[config.mk]
export PLATFORM = sky130hd
export DESIGN_NAME = crsf_core
export DESIGN_NICKNAME = d
export VERILOG_FILES = /design/src/rtl/crsf_pkg.sv /design/src/rtl/crsf_alu.sv /design/src/rtl/crsf_core.sv
export SDC_FILE = /design/constraint.sdc
export NUM_CORES = 1
export LEC_CHECK = 0
export ABC_AREA = 0
export BUFFER_PORTS_ARGS = -buffer_cell sky130_fd_sc_hd__buf_2
export CAP_MARGIN = 5
export CORE_UTILIZATION = 40
export CTS_CLUSTER_DIAMETER = 120
export CTS_CLUSTER_SIZE = 28
export DETAILED_ROUTE_END_ITERATION = 7
export GPL_TIMING_DRIVEN = 0
export SLEW_MARGIN = 25
export SYNTH_ARGS = -nofsm -noshare
export SYNTH_HDL_FRONTEND = slang
export SYNTH_SLANG_ARGS = --single-unit
[constraint.sdc]
create_clock -name clk -period 9.86 [get_ports clk]
set_input_delay 0.986 -clock clk [delete_from_list [all_inputs] [get_ports clk]]
set_output_delay 0.986 -clock clk [all_outputs]
set_load 0.03 [all_outputs]
[src/rtl/crsf_pkg.sv]
// shared constants and types of the cpu register set and flags block
// How it works
// - carry flag, bit 0, set on carry out of or borrow into the top bit
// - parity flag, bit 2, set when low eight result bits hold even ones
// - aux carry flag, bit 4, set on carry or borrow across the low nibble
// - zero flag, bit 6, set for a zero result, cleared otherwise
// - sign flag, bit 7, copies the top bit of the result
// - overflow flag, bit 11, set when the signed result does not fit
// - single step flag, bit 8, traps after next instruction and clears itself
// - interrupt enable flag, bit 9, gates acceptance of maskable interrupts
// - direction flag, bit 10, makes string steps decrement, else increment
// - one 16-bit flags word, result bits and control bits 8 to 10
// - all state is held in flip-flops and kept while the clock stands still
// - no minimum clock rate, no timeout, any rate up to the maximum works
// - eight 16-bit general registers, each writable as two byte halves
// - four 16-bit segment registers
// - a 16-bit instruction pointer holds the next instruction offset
package crsf_pkg;

  // flag bit positions
  localparam int CARRY_POS  = 0;
  localparam int PARITY_POS = 2;
  localparam int AUX_POS    = 4;
  localparam int ZERO_POS   = 6;
  localparam int SIGN_POS   = 7;
  localparam int STEP_POS   = 8;
  localparam int IE_POS     = 9;
  localparam int DIR_POS    = 10;
  localparam int OVF_POS    = 11;

  // writable flag bits and reset values
  localparam logic [15:0] FLAGS_WMASK = 16'h0FD5;
  localparam logic [15:0] FLAGS_RST   = 16'h0000;
  localparam logic [15:0] WORD_RST    = 16'h0000;

  // register indices, byte address is four times the index
  localparam logic [4:0] IDX_FLAGS  = 5'h00;
  localparam logic [4:0] IDX_CMD    = 5'h01;
  localparam logic [4:0] IDX_OPA    = 5'h02;
  localparam logic [4:0] IDX_OPB    = 5'h03;
  localparam logic [4:0] IDX_RESULT = 5'h04;
  localparam logic [4:0] IDX_IP     = 5'h05;
  localparam logic [4:0] IDX_STEP   = 5'h06;
  localparam logic [4:0] IDX_INTREQ = 5'h07;
  localparam logic [4:0] IDX_VECTOR = 5'h08;
  localparam logic [4:0] IDX_ISTAT  = 5'h09;
  localparam logic [4:0] IDX_IMASK  = 5'h0A;
  localparam logic [4:0] IDX_GPR0   = 5'h10;
  localparam logic [4:0] IDX_SEG0   = 5'h18;
  localparam logic [4:0] IDX_LAST   = 5'h1B;

  // command and step register fields
  localparam int CMD_WORD_POS = 3;
  localparam int STR_POS      = 4;
  localparam int STRW_POS     = 5;
  localparam int SRC_IDX      = 6;
  localparam int DST_IDX      = 7;

  // interrupt status bits
  localparam int EV_STEP   = 0;
  localparam int EV_ACCEPT = 1;
  localparam int EV_REFUSE = 2;

  // bus responses
  localparam logic [1:0] RESP_OKAY   = 2'b00;
  localparam logic [1:0] RESP_SLVERR = 2'b10;

  // alu operations
  typedef enum logic [2:0] {
    OP_ADD = 3'b000,
    OP_ADC = 3'b001,
    OP_SUB = 3'b010,
    OP_SBB = 3'b011,
    OP_AND = 3'b100,
    OP_OR  = 3'b101,
    OP_XOR = 3'b110,
    OP_INC = 3'b111
  } crsf_op_type;

  // result characteristics from the alu
  typedef struct packed {
    logic overflow;
    logic sign;
    logic zero;
    logic aux;
    logic parity;
    logic carry;
  } crsf_alu_flags_type;

endpackage

[src/rtl/crsf_alu.sv]
// byte and word alu with result flag generation
`timescale 1ns/100ps
`default_nettype none
module crsf_alu (
  input  wire logic                        isWord,
  input  wire logic                        carryIn,
  input  wire crsf_pkg::crsf_op_type       op,
  input  wire logic [15:0]                 opA,
  input  wire logic [15:0]                 opB,
  output logic [15:0]                      result,
  output var crsf_pkg::crsf_alu_flags_type flags
);
  logic [16:0] a17;
  logic [16:0] b17;
  logic [16:0] raw;
  logic        isSub;
  logic        isLogic;
  logic        msbA;
  logic        msbB;
  logic        msbR;
  logic        carryOut;

  // operands are masked to the width, the extra bit catches carry or borrow
  always_comb begin
    a17 = {1'b0, isWord ? opA : {8'h00, opA[7:0]}};
    b17 = {1'b0, isWord ? opB : {8'h00, opB[7:0]}};
    if (op == crsf_pkg::OP_INC) begin
      b17 = 17'h0_0001;
    end
    unique case (op)
      crsf_pkg::OP_ADD: raw = a17 + b17;
      crsf_pkg::OP_ADC: raw = a17 + b17 + {16'h0000, carryIn};
      crsf_pkg::OP_SUB: raw = a17 - b17;
      crsf_pkg::OP_SBB: raw = a17 - b17 - {16'h0000, carryIn};
      crsf_pkg::OP_AND: raw = a17 & b17;
      crsf_pkg::OP_OR:  raw = a17 | b17;
      crsf_pkg::OP_XOR: raw = a17 ^ b17;
      crsf_pkg::OP_INC: raw = a17 + b17;
    endcase
  end

  // width selects which bit counts as the top bit
  always_comb begin
    isSub    = (op == crsf_pkg::OP_SUB) || (op == crsf_pkg::OP_SBB);
    isLogic  = op[2] && (op != crsf_pkg::OP_INC);
    result   = isWord ? raw[15:0] : {8'h00, raw[7:0]};
    carryOut = isWord ? raw[16] : raw[8];
    msbA     = isWord ? a17[15] : a17[7];
    msbB     = isWord ? b17[15] : b17[7];
    msbR     = isWord ? raw[15] : raw[7];
  end

  // result flags, logic operations clear carry, aux and overflow
  always_comb begin
    flags.carry    = !isLogic && carryOut;
    flags.parity   = ~^result[7:0];
    flags.aux      = !isLogic && (a17[4] ^ b17[4] ^ raw[4]);
    flags.zero     = (result == 16'h0000);
    flags.sign     = msbR;
    flags.overflow = !isLogic && (msbR != msbA) &&
                     (isSub ? (msbA != msbB) : (msbA == msbB));
  end
endmodule
`default_nettype wire

[src/rtl/crsf_core.sv]
// register set, flags word and axi4-lite slave of the cpu core
`timescale 1ns/100ps
`default_nettype none
module crsf_core #(
  parameter int ADDR_W = 8
) (
  input  wire logic              clk,
  input  wire logic              rst,
  input  wire logic [ADDR_W-1:0] awaddr,
  input  wire logic              awvalid,
  output logic                   awready,
  input  wire logic [31:0]       wdata,
  input  wire logic [3:0]        wstrb,
  input  wire logic              wvalid,
  output logic                   wready,
  output logic [1:0]             bresp,
  output logic                   bvalid,
  input  wire logic              bready,
  input  wire logic [ADDR_W-1:0] araddr,
  input  wire logic              arvalid,
  output logic                   arready,
  output logic [31:0]            rdata,
  output logic [1:0]             rresp,
  output logic                   rvalid,
  input  wire logic              rready,
  output logic                   irq
);
  // the map needs index 27, so seven address bits at least
  if (ADDR_W < 7) begin : g_chk
    $error("ADDR_W too small for the register map");
  end

  logic [ADDR_W-1:0]            awAddrQ;
  logic                         awHeld;
  logic [31:0]                  wDataQ;
  logic [3:0]                   wStrbQ;
  logic                         wHeld;
  logic                         wrEn;
  logic                         wrGo;
  logic [4:0]                   wrIdx;
  logic [15:0]                  flags;
  logic [15:0]                  gpr [8];
  logic [15:0]                  seg [4];
  logic [15:0]                  ip;
  logic [15:0]                  opA;
  logic [15:0]                  opB;
  logic [15:0]                  result;
  logic [15:0]                  vector;
  logic [3:0]                   cmdQ;
  logic [2:0]                   istat;
  logic [2:0]                   imask;
  logic [2:0]                   evSet;
  logic [2:0]                   evClr;
  logic                         selCmd;
  logic                         selStep;
  logic                         selInt;
  logic [15:0]                  strDelta;
  logic [15:0]                  aluResult;
  crsf_pkg::crsf_alu_flags_type aluFlags;
  crsf_pkg::crsf_op_type        aluOp;

  // index of an address, out-of-range high bits give an unmapped index
  function automatic logic [4:0] regIdx(input logic [ADDR_W-1:0] addr);
    logic [ADDR_W-1:0] hi;
    hi = addr >> 7;
    regIdx = (hi == '0) ? addr[6:2] : 5'h1F;
  endfunction

  function automatic logic isMapped(input logic [4:0] idx);
    isMapped = (idx <= crsf_pkg::IDX_IMASK) ||
               (idx >= crsf_pkg::IDX_GPR0 && idx <= crsf_pkg::IDX_LAST);
  endfunction

  // byte lanes 0 and 1 write the low and high halves independently
  function automatic logic [15:0] merge16(input logic [15:0] old,
                                          input logic [31:0] data,
                                          input logic [3:0]  strb);
    merge16 = {strb[1] ? data[15:8] : old[15:8], strb[0] ? data[7:0] : old[7:0]};
  endfunction

  // read value of one register, reserved bits read as zero
  function automatic logic [31:0] readReg(input logic [4:0] idx);
    readReg = 32'h0000_0000;
    if (idx >= crsf_pkg::IDX_GPR0 && idx < crsf_pkg::IDX_SEG0) begin
      readReg[15:0] = gpr[idx[2:0]];
    end else if (idx >= crsf_pkg::IDX_SEG0 && idx <= crsf_pkg::IDX_LAST) begin
      readReg[15:0] = seg[idx[1:0]];
    end else begin
      unique case (idx)
        crsf_pkg::IDX_FLAGS:  readReg[15:0] = flags;
        crsf_pkg::IDX_CMD:    readReg[3:0]  = cmdQ;
        crsf_pkg::IDX_OPA:    readReg[15:0] = opA;
        crsf_pkg::IDX_OPB:    readReg[15:0] = opB;
        crsf_pkg::IDX_RESULT: readReg[15:0] = result;
        crsf_pkg::IDX_IP:     readReg[15:0] = ip;
        crsf_pkg::IDX_VECTOR: readReg[15:0] = vector;
        crsf_pkg::IDX_ISTAT:  readReg[2:0]  = istat;
        crsf_pkg::IDX_IMASK:  readReg[2:0]  = imask;
        default:              readReg = 32'h0000_0000;
      endcase
    end
  endfunction

  // write address channel, one address held until its write is done
  always_ff @(posedge clk) begin
    if (rst) begin
      awHeld  <= 1'b0;
      awready <= 1'b0;
      awAddrQ <= '0;
    end else if (awvalid && awready) begin
      awHeld  <= 1'b1;
      awready <= 1'b0;
      awAddrQ <= awaddr;
    end else if (wrEn) begin
      awHeld  <= 1'b0;
    end else if (!awHeld) begin
      awready <= 1'b1;
    end
  end

  // write data channel, taken independently of the address
  always_ff @(posedge clk) begin
    if (rst) begin
      wHeld  <= 1'b0;
      wready <= 1'b0;
      wDataQ <= 32'h0000_0000;
      wStrbQ <= 4'h0;
    end else if (wvalid && wready) begin
      wHeld  <= 1'b1;
      wready <= 1'b0;
      wDataQ <= wdata;
      wStrbQ <= wstrb;
    end else if (wrEn) begin
      wHeld  <= 1'b0;
    end else if (!wHeld) begin
      wready <= 1'b1;
    end
  end

  // write commits once both halves are in and no response is pending
  assign wrEn    = awHeld && wHeld && !bvalid;
  assign wrIdx   = regIdx(awAddrQ);
  assign wrGo    = wrEn && isMapped(wrIdx);
  assign selCmd  = wrGo && (wrIdx == crsf_pkg::IDX_CMD);
  assign selStep = wrGo && (wrIdx == crsf_pkg::IDX_STEP);
  assign selInt  = wrGo && (wrIdx == crsf_pkg::IDX_INTREQ) && wDataQ[0];

  // write response, unmapped addresses answer slverr
  always_ff @(posedge clk) begin
    if (rst) begin
      bvalid <= 1'b0;
      bresp  <= crsf_pkg::RESP_OKAY;
    end else if (wrEn) begin
      bvalid <= 1'b1;
      bresp  <= isMapped(wrIdx) ? crsf_pkg::RESP_OKAY : crsf_pkg::RESP_SLVERR;
    end else if (bready) begin
      bvalid <= 1'b0;
    end
  end

  // read channel, data registered one cycle after the address
  always_ff @(posedge clk) begin
    if (rst) begin
      arready <= 1'b0;
      rvalid  <= 1'b0;
      rdata   <= 32'h0000_0000;
      rresp   <= crsf_pkg::RESP_OKAY;
    end else if (arvalid && arready) begin
      arready <= 1'b0;
      rvalid  <= 1'b1;
      rdata   <= readReg(regIdx(araddr));
      rresp   <= isMapped(regIdx(araddr)) ? crsf_pkg::RESP_OKAY : crsf_pkg::RESP_SLVERR;
    end else if (rvalid && rready) begin
      rvalid  <= 1'b0;
      arready <= 1'b1;
    end else if (!rvalid) begin
      arready <= 1'b1;
    end
  end

  // the alu works on the operand registers and the current carry
  assign aluOp = crsf_pkg::crsf_op_type'(wDataQ[2:0]);

  crsf_alu u_alu (
    .isWord  (wDataQ[crsf_pkg::CMD_WORD_POS]),
    .carryIn (flags[crsf_pkg::CARRY_POS]),
    .op      (aluOp),
    .opA     (opA),
    .opB     (opB),
    .result  (aluResult),
    .flags   (aluFlags)
  );

  // operands, last command and result
  always_ff @(posedge clk) begin
    if (rst) begin
      opA    <= crsf_pkg::WORD_RST;
      opB    <= crsf_pkg::WORD_RST;
      result <= crsf_pkg::WORD_RST;
      vector <= crsf_pkg::WORD_RST;
      cmdQ   <= 4'h0;
    end else if (wrGo) begin
      if (wrIdx == crsf_pkg::IDX_OPA) begin
        opA <= merge16(opA, wDataQ, wStrbQ);
      end
      if (wrIdx == crsf_pkg::IDX_OPB) begin
        opB <= merge16(opB, wDataQ, wStrbQ);
      end
      if (wrIdx == crsf_pkg::IDX_VECTOR) begin
        vector <= merge16(vector, wDataQ, wStrbQ);
      end
      if (selCmd) begin
        result <= aluResult;
        cmdQ   <= wDataQ[3:0];
      end
    end
  end

  // flags word: software write, alu result or single-step trap
  always_ff @(posedge clk) begin
    if (rst) begin
      flags <= crsf_pkg::FLAGS_RST;
    end else if (wrGo && wrIdx == crsf_pkg::IDX_FLAGS) begin
      flags <= merge16(flags, wDataQ, wStrbQ) & crsf_pkg::FLAGS_WMASK;
    end else if (selCmd) begin
      flags[crsf_pkg::CARRY_POS]  <= aluFlags.carry;
      flags[crsf_pkg::PARITY_POS] <= aluFlags.parity;
      flags[crsf_pkg::AUX_POS]    <= aluFlags.aux;
      flags[crsf_pkg::ZERO_POS]   <= aluFlags.zero;
      flags[crsf_pkg::SIGN_POS]   <= aluFlags.sign;
      flags[crsf_pkg::OVF_POS]    <= aluFlags.overflow;
    end else if (selStep && flags[crsf_pkg::STEP_POS]) begin
      flags[crsf_pkg::STEP_POS]   <= 1'b0;
    end
  end

  // string step size follows the width bit, its sign the direction flag
  always_comb begin
    strDelta = wDataQ[crsf_pkg::STRW_POS] ? 16'h0002 : 16'h0001;
    if (flags[crsf_pkg::DIR_POS]) begin
      strDelta = ~strDelta + 16'h0001;
    end
  end

  // general registers, halves through byte strobes, string index stepping
  always_ff @(posedge clk) begin
    if (rst) begin
      for (int i = 0; i < 8; i++) begin
        gpr[i] <= crsf_pkg::WORD_RST;
      end
    end else if (wrGo && wrIdx >= crsf_pkg::IDX_GPR0 && wrIdx < crsf_pkg::IDX_SEG0) begin
      gpr[wrIdx[2:0]] <= merge16(gpr[wrIdx[2:0]], wDataQ, wStrbQ);
    end else if (selStep && wDataQ[crsf_pkg::STR_POS]) begin
      gpr[crsf_pkg::SRC_IDX] <= gpr[crsf_pkg::SRC_IDX] + strDelta;
      gpr[crsf_pkg::DST_IDX] <= gpr[crsf_pkg::DST_IDX] + strDelta;
    end
  end

  // segment registers
  always_ff @(posedge clk) begin
    if (rst) begin
      for (int i = 0; i < 4; i++) begin
        seg[i] <= crsf_pkg::WORD_RST;
      end
    end else if (wrGo && wrIdx >= crsf_pkg::IDX_SEG0) begin
      seg[wrIdx[1:0]] <= merge16(seg[wrIdx[1:0]], wDataQ, wStrbQ);
    end
  end

  // instruction pointer: load, advance by instruction length, or vector
  always_ff @(posedge clk) begin
    if (rst) begin
      ip <= crsf_pkg::WORD_RST;
    end else if (wrGo && wrIdx == crsf_pkg::IDX_IP) begin
      ip <= merge16(ip, wDataQ, wStrbQ);
    end else if (selStep) begin
      ip <= ip + {12'h000, wDataQ[3:0]};
    end else if (selInt && flags[crsf_pkg::IE_POS]) begin
      ip <= vector;
    end
  end

  // events set sticky status, set wins over a write-one clear
  always_comb begin
    evSet = 3'b000;
    evSet[crsf_pkg::EV_STEP]   = selStep && flags[crsf_pkg::STEP_POS];
    evSet[crsf_pkg::EV_ACCEPT] = selInt && flags[crsf_pkg::IE_POS];
    evSet[crsf_pkg::EV_REFUSE] = selInt && !flags[crsf_pkg::IE_POS];
    evClr = (wrGo && wrIdx == crsf_pkg::IDX_ISTAT) ? wDataQ[2:0] : 3'b000;
  end

  // status, mask and the level interrupt line
  always_ff @(posedge clk) begin
    if (rst) begin
      istat <= 3'b000;
      imask <= 3'b000;
      irq   <= 1'b0;
    end else begin
      istat <= (istat & ~evClr) | evSet;
      irq   <= |(istat & imask);
      if (wrGo && wrIdx == crsf_pkg::IDX_IMASK) begin
        imask <= wDataQ[2:0];
      end
    end
  end

  // all state is plain flip-flops with no refresh and no timer, so the
  // clock may stop anywhere and run at any rate

  logic [16:0] addChk;
  assign addChk = {1'b0, opA} + {1'b0, opB};
endmodule
`default_nettype wire

==> impl_metrics.json <==
{
  "slowest_delay_ps": 700,
  "clkSinkCount": 341,
  "cts_root_buf": "clkbuf_16",
  "slew_violations": 0,
  "rsz0062_at_grt": "no",
  "crit_chain": "and2_1 -> clkbuf_1 -> nand2_1 -> nand2b_1 -> ha_1 -> inv_1 -> fa_1 -> nand2b_1 -> a21oi_1 -> xnor2_1 -> nand4b_1 -> nor4_2 -> nand3b_1 -> a2111oi_4 -> mux2i_1 -> nor3_1 -> a31o_1 -> o31ai_2",
  "nets": 2677,
  "grt_pass1_wl_um": 119000,
  "grt-busiest-layer": "met2",
  "ir_worst_vdd_uv": 84.3,
  "grtUsageMet2_pct": 47.8,
  "crit_top_cell": "nand2b_1",
  "relSlewSlack_pct": 18.2,
  "netlist.area_leader.share_pct": 27.0,
  "start_util_pct": 40.5,
  "multi_input_area_um2": 11600,
  "cts_tree": "done",
  "worst-setup-path-type": "reg -> reg",
  "startpoint_type": "flip-flop",
  "die_area_um2": 54300,
  "via_per_inst": 6.13,
  "max_clock_freq_ghz": 0.164,
  "drive_above_1_share_pct": 6.48,
  "synth_area_leaders": "edfxtp_1 (27%), dfxtp_1 (14%), ha_1 (5.4%)",
  "violations": "design-rule violations",
  "drt_iter0_drc": 2409,
  "min_period_ps": 6090,
  "worstSetupStartpoint": "wDataQ[0]",
  "gp_congestion": 1.02,
  "post_synth.cell_area_avg_um2": 8.80,
  "cpLargestDelayFamily": "simple AND/OR/NAND/NOR gates",
  "wl_um": 82100,
  "io_pins": 101,
  "yosysMostFrequentCell": "nor2_1",
  "setup_tns_ps": 0,
  "synthTopCellsByCount": "nor2_1 (261), nand2_1 (224), a21oi_1 (216)",
  "final_cells": 3218,
  "io_buffers": 58,
  "track_usage_pct": 29.7,
  "place_inst": 3190,
  "hold_viol": 0,
  "fp.dieW_um": 233,
  "status": "finished, violations left",
  "ys_types": 94,
  "synth-edff-count": 192,
  "drc": 7,
  "drtAntennaViolNets": 0,
  "grt_max_degree": 30,
  "synth_ff_type": "edfxtp_1",
  "syn2layout_area_growth_pct": 8.31,
  "yosys_warnings": 0,
  "cts_made_buffers": 16,
  "synth_seq_area_share_pct": 41.0,
  "post_cts_resized": 0,
  "h-tree-depth": 1,
  "row_count": 84,
  "dieHeight_um": 233,
  "power_leakage_nw": 8.69,
  "wl_per_cell_um": 25.5,
  "hpwl_um": 62800,
  "cts.path.max_buffers": 3,
  "cts_setup_buffers": 0,
  "fin_ws_ps": 3770,
  "ff_latch_area_um2": 8750,
  "yosys_register_bits": 341,
  "netlist_instances": 2425,
  "finClkSkew_ps": 37.7,
  "pre_cts_ws_ps": 3990,
  "rr_worst_depth": 18,
  "period_share_pct": 61.7,
  "syn_area_um2": 21300,
  "drtPass1Iterations": 8,
  "final_util_pct": 43.9,
  "critPathBufInv": 2,
  "r2r_start": "wDataQ[0]",
  "min_from": "result[8]",
  "cts_hold_buffers": 0,
  "cp.required_ps": 10320,
  "max-cap-violations": 0,
  "critPathCaptureType": "flip-flop",
  "gr-total-overflow": 0,
  "via_count": 19700,
  "whs_ps": 464,
  "worst_slew_pin_slew_ps": 1230,
  "min_to": "result[8]",
  "power_density_nw_per_um2": 119,
  "grt_antenna_before_repair": 5,
  "setup_viol": 0,
  "synth_top_cell_by_area": "edfxtp_1",
  "cp_slowest_cell": "nor4_2",
  "r2r_slack_ps": 3770,
  "coreArea_um2": 52700,
  "clk_pin_slew_ps": 110,
  "hold_class": "reg -> reg",
  "clock_latency_ps": 560,
  "synth_async_sr_flop_share_pct": 0,
  "met3_usage_pct": 4.91,
  "r2r_end": "flags[11]",
  "grt_pass1_vias": 18300,
  "cp_data_arrival_time_ps": 6550,
  "crit_fanout": 10,
  "nFillCells": 5266,
  "met1_usage_pct": 38.3,
  "hold_depth": 2
}
worst max-delay path by stage:
stage,end,slack (ps),cells after the start
floorplan,flags[11],5580,17
global placement,flags[6],3980,18
detailed placement,flags[6],3990,18
CTS,flags[11],3910,18
global route,flags[0],3530,17
finish,flags[11],3770,18
kinds of logic (layout without fill, tap and decap cells):
logic type                 Yosys count  after routing  share of synthesized area (%)
xor gates and xnor gates            75             75                           3.08
buffers and inverters              275            362                           5.21
other                                1             19                         0.0176
and+or+nand+nor                    915            915                           20.7
adders and majority gates           97             97                           5.87
DFF                                341            341                           41.0
AOI/OAI and AO/OA                  625            625                           19.4
muxes                               96             96                           4.75
cells in the final DEF, fill, tap and decap left out, drive strengths merged, types with 30 or more instances in the layout:
cell,synthesis,layout
a221oi,37,37
a21oi,216,216
clkbuf,139,164
xnor2,44,44
nand2,224,224
a22oi,36,36
ha,92,92
a211oi,34,34
mux2i,85,85
edfxtp,192,192
o21ai,118,118
nand3,49,49
and2,141,141
inv,84,85
nor4,30,30
nor2,261,261
buf,50,110
xor2,31,31
dfxtp,149,149
nor3,86,86
cell type report:
type                       count  share of cell area (%)
antenna                        1                  0.0108
buffer                       189                    3.42
clock buffer                  24                    1.96
clock inverter                 2                   0.217
inverter                      86                    1.40
multi-input combinational   1826                    50.0
sequential                   341                    37.9
tap                          688                    3.73
timing repair buffer          61                    1.40
sequential cells by signal (all words and copies together) (netlist names), 2 cells and up:
signal,cells
gpr,128
seg,64
ip,16
opA,16
opB,16
rdata,16
result,16
vector,16
wDataQ,16
flags,9
awAddrQ,6
cmdQ,4
imask,3
istat,3
wStrbQ,2
worst min-delay path, delay by kind of cell, from the launching register on:
family,cells,cell delay [ps]
AND/OR/NAND/NOR,1,50
flip-flops,1,330
AO/OA/AOI/OAI,1,50
per-stage QoR:
| stage | instance area (um2) | power [W] |
|---|---|---|
| 3_5_place_dp | 22600 | 0.00192 |
| 6_report | 23100 | 0.00274 |
| 2_1_floorplan | 21400 | 0.00178 |
| 4_1_cts | 23100 | 0.00273 |
| 3_3_place_gp | 22500 | 0.00191 |
| 5_1_grt | 23100 | 0.00280 |
power by group:
group / internal, W / switching [W] / leakage [nW]
sequential: 0.00153 / 0.0000241 / 3.19
combinational: 0.0000893 / 0.000248 / 5.27
clock: 0.000356 / 0.000491 / 0.242
total: 0.00198 / 0.000762 / 8.69
metal layers:
metal,share of wire (%),vias to the layer above
li1,-,8891
met1,40,9556
met2,46,1056
met3,8.8,231
met4,5.7,2
met5,0.016,-
(Power assumes the default switching activity.)
